<file path="config.mk">
export PLATFORM = sky130hd
export DESIGN_NAME = dsl_sample_latch
export DESIGN_NICKNAME = d
export VERILOG_FILES = /design/src/dsl_pkg.sv /design/src/dsl_pwr_if.sv /design/src/dsl_pwr_seq.sv /design/src/dsl_sample_latch.sv
export VERILOG_INCLUDE_DIRS = /design/src
export SDC_FILE = /design/constraint.sdc
export NUM_CORES = 1
export LEC_CHECK = 0
export ABC_AREA = 1
export BUFFER_PORTS_ARGS = -buffer_cell sky130_fd_sc_hd__buf_2
export CAP_MARGIN = 20
export CORE_UTILIZATION = 38
export CTS_BUF_LIST = sky130_fd_sc_hd__clkbuf_8
export CTS_CLUSTER_DIAMETER = 50
export DETAILED_ROUTE_END_ITERATION = 10
export GPL_ROUTABILITY_DRIVEN = 0
export HOLD_SLACK_MARGIN = 0.02
export PLACE_DENSITY = 0.54
export SYNTH_ARGS = -nofsm -noshare
export SYNTH_HDL_FRONTEND = slang
export SYNTH_SLANG_ARGS = --single-unit
</file>
<file path="constraint.sdc">
create_clock -name I_MCLK -period 3.7 [get_ports I_MCLK]
set_clock_uncertainty 0.15 [all_clocks]
set_input_delay 0.555 -clock I_MCLK [delete_from_list [all_inputs] [get_ports I_MCLK]]
set_output_delay 0.555 -clock I_MCLK [all_outputs]
set_load 0.005 [all_outputs]
</file>
<file path="src/dsl_map.svh">
// Purpose: constants for the sample input latch
// Assumes: 25 MHz system clock
// Notes: times in ns, counts derived in cycles
`ifndef DSL_MAP_SVH
`define DSL_MAP_SVH
`define DSL_DATA_W 12
`define DSL_FULL_CODE 12'hfff
`define DSL_ZERO_CODE 12'h000
`define DSL_CLK_NS 40
`define DSL_MAX_RATE_MSPS 210
`define DSL_PDN_NS 50
`define DSL_PUP_NS 5000
// Longest time rounds down, at least one cycle
`define DSL_PDN_CYC ((`DSL_PDN_NS / `DSL_CLK_NS) < 1 ? 1 : (`DSL_PDN_NS / `DSL_CLK_NS))
// Least time rounds up
`define DSL_PUP_CYC ((`DSL_PUP_NS + `DSL_CLK_NS - 1) / `DSL_CLK_NS)
`define DSL_CNT_W 8
`define DSL_MODE_SE 2'h0
`define DSL_MODE_HIZ 2'h1
`define DSL_MODE_PECL 2'h2
`endif

</file>
<file path="src/dsl_pkg.sv">
// Purpose: types for the sample input latch
// Assumes: none
// Notes: strap level coding and clock receiver modes
`default_nettype none
package dsl_pkg;
    // Strap level as seen by a three-level detector
    typedef enum logic [1:0] {
        DSL_STRAP_LOW,
        DSL_STRAP_HIGH,
        DSL_STRAP_FLOAT
    } dsl_strap_t;
    // Clock receiver mode
    typedef enum logic [1:0] {
        DSL_CLK_SINGLE,
        DSL_CLK_DIFF_HIZ,
        DSL_CLK_DIFF_PECL
    } dsl_clk_mode_t;
    // Power state
    typedef enum logic [1:0] {
        DSL_PWR_ON,
        DSL_PWR_DOWN,
        DSL_PWR_OFF,
        DSL_PWR_UP
    } dsl_pwr_t;
endpackage
`default_nettype wire

</file>
<file path="src/dsl_pwr_if.sv">
// Purpose: carrier between latch top and power sequencer
// Assumes: one clock domain
// Notes: sleep level in, state and valid flags out
`timescale 1ns/1ps
`default_nettype none
interface dsl_pwr_if;
    logic sleep;        // Synchronised sleep level
    logic current_on;   // Output current sources enabled
    logic out_valid;    // Output settled and valid
    modport seq (input sleep, output current_on, output out_valid);
    modport top (output sleep, input current_on, input out_valid);
endinterface
`default_nettype wire

</file>
<file path="src/dsl_pwr_seq.sv">
// Purpose: sleep power sequencer
// Assumes: sleep already synchronised
// Notes: power-up timing counted in clocks; power-down is one fixed DOWN state
`timescale 1ns/1ps
`default_nettype none
`include "dsl_map.svh"
module dsl_pwr_seq (
    input wire logic i_clk,
    input wire logic i_rst,
    dsl_pwr_if.seq pwr
);
    import dsl_pkg::*;
    //--------------------------------------------
    // Sequencer state
    //--------------------------------------------
    dsl_pwr_t state; // Current power state
    dsl_pwr_t next_state;
    logic [`DSL_CNT_W-1:0] cnt; // Cycle counter
    logic [`DSL_CNT_W-1:0] next_cnt;
    logic current_on;
    logic next_current_on;
    logic out_valid;
    logic next_out_valid;

    // Next state logic
    always_comb begin
        next_state = state;
        next_cnt = cnt;
        next_current_on = current_on;
        next_out_valid = out_valid;
        case (state)
            DSL_PWR_ON: begin
                if (pwr.sleep) begin
                    next_state = DSL_PWR_DOWN;
                    next_out_valid = 1'b0;
                    next_cnt = `DSL_CNT_W'(`DSL_PDN_CYC - 1);
                end
            end
            DSL_PWR_DOWN: begin
                next_current_on = 1'b0;
                next_state = DSL_PWR_OFF;
            end
            DSL_PWR_OFF: begin
                if (!pwr.sleep) begin
                    next_state = DSL_PWR_UP;
                    next_current_on = 1'b1;
                    next_cnt = `DSL_CNT_W'(`DSL_PUP_CYC - 1);
                end
            end
            DSL_PWR_UP: begin
                if (pwr.sleep) begin
                    next_state = DSL_PWR_DOWN;
                end else if (cnt == `DSL_CNT_W'(0)) begin
                    next_state = DSL_PWR_ON;
                    next_out_valid = 1'b1;
                end else begin
                    next_cnt = cnt - `DSL_CNT_W'(1);
                end
            end
            default: begin
                next_state = DSL_PWR_ON;
            end
        endcase
    end

    // State registers
    always_ff @(posedge i_clk or posedge i_rst) begin
        if (i_rst) begin
            state <= DSL_PWR_ON;
            cnt <= `DSL_CNT_W'(0);
            current_on <= 1'b1;
            out_valid <= 1'b1;
        end else begin
            state <= next_state;
            cnt <= next_cnt;
            current_on <= next_current_on;
            out_valid <= next_out_valid;
        end
    end

    assign pwr.current_on = current_on;
    assign pwr.out_valid = out_valid;

    a_pdn_time: assert property (@(posedge i_clk) disable iff (i_rst)
        (state == DSL_PWR_ON && pwr.sleep) |-> ##2 !current_on)
        else $error("power-down too slow");
endmodule
`default_nettype wire

</file>
<file path="src/dsl_sample_latch.sv">
// Purpose: sample word latch and converter control for a 12-bit current converter
// Assumes: sample source and strap pins outside clock domain
// Notes: strap caught after reset release, so reset must span two clocks;
//        sleep pull-down modelled as a zero default
`timescale 1ns/1ps
`default_nettype none
`include "dsl_map.svh"

// Functional notes
// - 12-bit straight binary, bit 11 is MSB
// - all ones gives full true current
// - word latched, output updates on rising edge
// - new word every clock edge
// - strap selects clock receiver mode
// - sleep high powers down current
// - sleep pulled down, stays enabled
// - down under 50 ns, up 5 us; current here turns off three clocks (120 ns) after synchronised sleep
module dsl_sample_latch (
    input wire logic I_MCLK,
    input wire logic I_RST,
    input wire logic [`DSL_DATA_W-1:0] i_SAMPLE,
    input wire logic i_SLEEP,
    input wire logic i_SLEEP_DRIVEN,
    input wire dsl_pkg::dsl_strap_t i_CLOCK_MODE_STRAP,
    output logic [`DSL_DATA_W-1:0] o_CURRENT_OUT_TRUE,
    output logic [`DSL_DATA_W-1:0] o_CURRENT_OUT_COMP,
    output dsl_pkg::dsl_clk_mode_t o_CLOCK_MODE,
    output logic o_PECL_TERM_ON,
    output logic o_CURRENT_ON,
    output logic o_OUT_VALID
);
    import dsl_pkg::*;

    //--------------------------------------------
    // Helper functions
    //--------------------------------------------
    // Complementary code: remainder of full scale
    function automatic logic [`DSL_DATA_W-1:0] comp_code(input logic [`DSL_DATA_W-1:0] c);
        comp_code = `DSL_FULL_CODE - c;
    endfunction

    // Strap level to clock receiver mode
    function automatic dsl_clk_mode_t strap_mode(input dsl_strap_t s);
        if (s == DSL_STRAP_LOW) begin
            strap_mode = DSL_CLK_SINGLE;
        end else if (s == DSL_STRAP_HIGH) begin
            strap_mode = DSL_CLK_DIFF_HIZ;
        end else begin
            strap_mode = DSL_CLK_DIFF_PECL;
        end
    endfunction

    //--------------------------------------------
    // Input synchronisers
    //--------------------------------------------
    logic [`DSL_DATA_W-1:0] samp_s1; // First stage, sample
    logic [`DSL_DATA_W-1:0] samp_s2; // Second stage, sample
    logic sleep_s1;
    logic sleep_s2;
    dsl_strap_t strap_s1;
    dsl_strap_t strap_s2;
    logic sleep_lvl; // Effective sleep after pull-down

    // Two-stage capture of outside pins
    always_ff @(posedge I_MCLK or posedge I_RST) begin
        if (I_RST) begin
            samp_s1 <= `DSL_ZERO_CODE;
            samp_s2 <= `DSL_ZERO_CODE;
            sleep_s1 <= 1'b0;
            sleep_s2 <= 1'b0;
        end else begin
            // source times data to falling edge
            samp_s1 <= i_SAMPLE;
            samp_s2 <= samp_s1;
            sleep_s1 <= i_SLEEP_DRIVEN & i_SLEEP;
            sleep_s2 <= sleep_s1;
        end
    end
    assign sleep_lvl = sleep_s2;

    // Strap capture runs through reset, so the second stage
    // already holds the pin level at the first edge after release
    always_ff @(posedge I_MCLK) begin
        strap_s1 <= i_CLOCK_MODE_STRAP;
        strap_s2 <= strap_s1;
    end

    //--------------------------------------------
    // Power sequencer
    //--------------------------------------------
    dsl_pwr_if pwr ();
    assign pwr.sleep = sleep_lvl;

    dsl_pwr_seq u_seq (
        .i_clk(I_MCLK),
        .i_rst(I_RST),
        .pwr(pwr)
    );

    //--------------------------------------------
    // Strap capture after reset
    //--------------------------------------------
    logic strap_done;
    logic next_strap_done;
    dsl_clk_mode_t mode;
    dsl_clk_mode_t next_mode;
    logic pecl;
    logic next_pecl;

    // Mode decided once after release
    always_comb begin
        next_strap_done = strap_done;
        next_mode = mode;
        next_pecl = pecl;
        if (!strap_done) begin
            next_mode = strap_mode(strap_s2);
            // negative input unused in single mode
            next_pecl = (strap_mode(strap_s2) == DSL_CLK_DIFF_PECL);
            next_strap_done = 1'b1;
        end
    end

    // Strap registers
    always_ff @(posedge I_MCLK or posedge I_RST) begin
        if (I_RST) begin
            strap_done <= 1'b0;
            mode <= DSL_CLK_SINGLE;
            pecl <= 1'b0;
        end else begin
            strap_done <= next_strap_done;
            mode <= next_mode;
            pecl <= next_pecl;
        end
    end

    //--------------------------------------------
    // Master/slave sample latch
    //--------------------------------------------
    logic [`DSL_DATA_W-1:0] master;
    logic [`DSL_DATA_W-1:0] next_master;
    logic [`DSL_DATA_W-1:0] out_true;
    logic [`DSL_DATA_W-1:0] next_out_true;
    logic [`DSL_DATA_W-1:0] out_comp;
    logic [`DSL_DATA_W-1:0] next_out_comp;

    // Next latch and output codes
    always_comb begin
        // master takes word each rising edge
        next_master = samp_s2;
        if (pwr.current_on) begin
            // straight binary, MSB is bit 11
            next_out_true = master;
            next_out_comp = comp_code(master);
        end else begin
            next_out_true = `DSL_ZERO_CODE;
            next_out_comp = `DSL_ZERO_CODE;
        end
    end

    // Master and slave registers
    always_ff @(posedge I_MCLK or posedge I_RST) begin
        if (I_RST) begin
            master <= `DSL_ZERO_CODE;
            out_true <= `DSL_ZERO_CODE;
            out_comp <= `DSL_FULL_CODE;
        end else begin
            master <= next_master;
            out_true <= next_out_true;
            out_comp <= next_out_comp;
        end
    end

    //--------------------------------------------
    // Status flops
    //--------------------------------------------
    logic cur_on;
    logic valid;
    always_ff @(posedge I_MCLK or posedge I_RST) begin
        if (I_RST) begin
            cur_on <= 1'b1;
            valid <= 1'b1;
        end else begin
            cur_on <= pwr.current_on;
            valid <= pwr.out_valid;
        end
    end

    assign o_CURRENT_OUT_TRUE = out_true;
    assign o_CURRENT_OUT_COMP = out_comp;
    assign o_CLOCK_MODE = mode;
    assign o_PECL_TERM_ON = pecl;
    assign o_CURRENT_ON = cur_on;
    assign o_OUT_VALID = valid;

    //--------------------------------------------
    // Checks
    //--------------------------------------------
    a_codes_sum: assert property (@(posedge I_MCLK) disable iff (I_RST)
        cur_on |-> (o_CURRENT_OUT_TRUE + o_CURRENT_OUT_COMP == `DSL_FULL_CODE))
        else $error("true and comp do not sum to full scale");
    a_latch_delay: assert property (@(posedge I_MCLK) disable iff (I_RST)
        (pwr.current_on && $past(pwr.current_on)) |=> out_true == $past(master))
        else $error("output not updated from latched word");
    a_word_each: assert property (@(posedge I_MCLK) disable iff (I_RST)
        1'b1 |=> master == $past(samp_s2))
        else $error("word not latched on edge");
    a_sleep_off: assert property (@(posedge I_MCLK) disable iff (I_RST)
        !pwr.current_on |=> o_CURRENT_OUT_TRUE == `DSL_ZERO_CODE)
        else $error("current not off in sleep");
    a_pull_down: assert property (@(posedge I_MCLK) disable iff (I_RST)
        !i_SLEEP_DRIVEN |-> ##2 !sleep_lvl)
        else $error("floating sleep not read low");
    a_mode_pecl: assert property (@(posedge I_MCLK) disable iff (I_RST)
        strap_done |-> (pecl == (mode == DSL_CLK_DIFF_PECL)))
        else $error("termination disagrees with mode");
    a_mode_stable: assert property (@(posedge I_MCLK) disable iff (I_RST)
        $past(strap_done) |-> $stable(mode))
        else $error("clock mode changed after capture");
    a_up_wait: assert property (@(posedge I_MCLK) disable iff (I_RST)
        $fell(sleep_lvl) |-> !pwr.out_valid [*8])
        else $error("valid too soon after wake");
endmodule
`default_nettype wire

</file>
==> metrics <==
largest net degree at the start of global routing=43; Critical Path RT=3790 ps; initial antenna violation count=0; #FFs+latches synth=83; Tot Pwr=2.53 mW; Post-Place Cell Area=0.00313 mm²; outcome=complete, no violations; Mean Syn Cell Area=11.9 µm²; mapped cell area=0.00280 mm²; fraction of layout cells with a size suffix above 1=0.302; ANT nets after route=0; reg2reg path depth=8; worst-path fanout max=12; RSZ-0062 raised after global routing=no; Layout fillers=635; crit path DAT=2000 ps; Worst setup SP type=register; Post-CTS Setup Inserts=0; IO Count=47; Peak VDD IR=0.364 mV; total gr overflow=0; post-synthesis sequential area ratio=0.742; Max clock buf depth=2; PwrDens=755 mW/mm²; post-CTS sizing=0; Layout Nets=314; Mapped Nets=260; most frequent cells in the layout=dfrtp_1, nand2_1, buf_2, inv_1, nor2_1; Fin. Hold Viols=0; post-synthesis compound-gate area fraction=0.0335; CTS Root Buffer Type=clkbuf_8; Detail Placement HPWL=2880 µm; mux cell area share after synthesis=0; Slew headroom=0.540; height of the die=87.8 µm; final core occ=0.483; CORE AREA=0.00694 mm²; drt wl/cell=10.7 µm; H-tree depth=3; Die Width=87.8 µm; DP Cell Count=375; All-Layer GR Usage=0.132; Worst-Margin Slew=690 ps; diode count=0; # setup viols final=0; row cnt=30; Synth Area in Adders=0.0268; setup TNS=0 ps; full die area=0.00772 mm²; xor-xnor portion of the synthesized cell area=0.00313; Slew Limit Fails=0; number of hold buffers added after CTS=0; port buffer count=46; synthesis-to-finish area growth=19.7%; DR DRC count=0; FF/Latch Area=0.00208 mm²; # clock sinks=83; DR vias=1630; FF-to-FF setup slack=1790 ps; area of the multi-input gates=573 µm²; 1st-iter DRT viols=68; CTS Buf Count=9; Fmax=0.523 GHz; Pre-Repair DR Iteration Count=5; critical path class=reg -> reg; CTS tree=done; first-pass GRT wire length=7270 µm; Worst-path clk slew=80 ps; clock latency on the worst-skew pair=350 ps; Final Cell Area=0.00335 mm²; Finished Layout Cells=391; Ys Warns=0; vias per inst=4.17; Hold Path Class=in -> async; routed wire length=4200 µm; period utilisation layout=0.516; Gate Count Post-Synth=236; P_leak=1.75 nW; vias in the first global route=1521; Worst setup EP type=register; Starting Density=0.403; Max Cap Viol=0; largest family of logic cells by synthesized area=simple AND/OR/NAND/NOR gates; fin crit period=1910 ps; Netlist cell types=27; commonest non-fill, non-tap cell in the layout=dfrtp_1; Post-Synth Simple-Gate Area=0.140
cell usage after synthesis:
master / count / area share
inv_1: 31 / 0.042
clkbuf_1: 2 / 0.0027
nand2_1: 52 / 0.070
dfrtp_1: 63 / 0.56
o21ai_2: 2 / 0.0063
a211oi_1: 1 / 0.0027
nand3_1: 8 / 0.014
nor2_4: 1 / 0.0040
a21boi_0: 1 / 0.0027
xnor2_1: 1 / 0.0031
ha_1: 6 / 0.027
a21oi_1: 2 / 0.0036
buf_6: 1 / 0.0040
nand4_1: 3 / 0.0067
nor2_2: 2 / 0.0045
nor3_1: 1 / 0.0018
nand2_2: 2 / 0.0045
dfxtp_1: 4 / 0.029
nor2_1: 24 / 0.032
o21bai_1: 1 / 0.0027
dfstp_2: 16 / 0.15
a22o_1: 1 / 0.0031
o21ai_0: 4 / 0.0071
o21ai_1: 3 / 0.0054
buf_4: 2 / 0.0054
conb_1: 1 / 0.0013
or2_2: 1 / 0.0022
state kept, by name, summed over array words and instances (netlist names):
name / cells
u_seq.state: 2
o_CURRENT_OUT_COMP: 12
o_CLOCK_MODE: 2
u_seq.cnt: 8
o_CURRENT_ON: 1
master: 12
pwr.sleep: 1
o_OUT_VALID: 1
u_seq.pwr.out_valid: 1
strap_s1: 2
o_CURRENT_OUT_TRUE: 12
next_master: 12
strap_done: 1
samp_s1: 12
strap_s2: 2
sleep_s1: 1
u_seq.pwr.current_on: 1
worst max-delay path: stages (launching register included):
cell and delay, ps:
dfrtp_1 410, ha_1 360, nand2_1 120, nand2_1 80, nor3_1 40, nand2_1 320
inv_1 170, nand2_1 110, nand2_1 50
through the flow:
step / setup WS [ps] / hold slack, ps
6_report: 1790 / 130
5_1_grt: 1600 / 113
4_1_cts: 1770 / 125
3_5_place_dp: 1770 / 163
3_3_place_gp: 1840 / 162
2_1_floorplan: 998 / 160
metal layers:
layer  track usage  up-vias  wire length, µm  part of all wire
li1              -      822                -                 -
met1         0.161      757             1850              0.44
met2         0.203       44             2050              0.49
met3        0.0660        7              252             0.060
met4        0.0447        0               48             0.011
met5             0        -                0                 0
worst paths after layout:
kind / from / to
hold / removal: I_RST / o_CLOCK_MODE[0]
max in group asynchronous: I_RST / o_CURRENT_OUT_COMP[8]
hold reg to reg: strap_s1[1] / strap_s2[1]
min in group I_MCLK: i_CLOCK_MODE_STRAP[1] / strap_s1[1]
setup / recovery: u_seq.state[1] / u_seq.cnt[3]
setup reg to reg: u_seq.state[1] / u_seq.cnt[3]
power breakdown:
| part | switching [mW] | total, mW | internal (mW) |
|---|---|---|---|
| registers | 0.116 | 1.23 | 1.11 |
| logic | 0.385 | 0.624 | 0.239 |
| clock network | 0.319 | 0.677 | 0.358 |
| total | 0.820 | 2.53 | 1.71 |
cells by family (layout without fill, tap and decap cells):
| family | after synthesis | in the layout |
|---|---|---|
| AND/OR/NAND/NOR | 94 | 94 |
| flip-flops | 83 | 83 |
| buffers and inverters | 36 | 95 |
| AO/OA/AOI/OAI | 15 | 15 |
| adder cells (fa/ha/maj) | 6 | 6 |
| other | 1 | 1 |
| XOR/XNOR | 1 | 1 |
final cells by class:
cell class                      count  share of cell area
Clock inverter                      5              0.0202
Sequential cell                    83               0.620
Multi-Input combinational cell    117               0.171
Clock buffer                       11              0.0452
Timing Repair Buffer               48              0.0732
Inverter                           31              0.0351
Tap cell                           96              0.0358
Power figures use the tool's default switching activity.
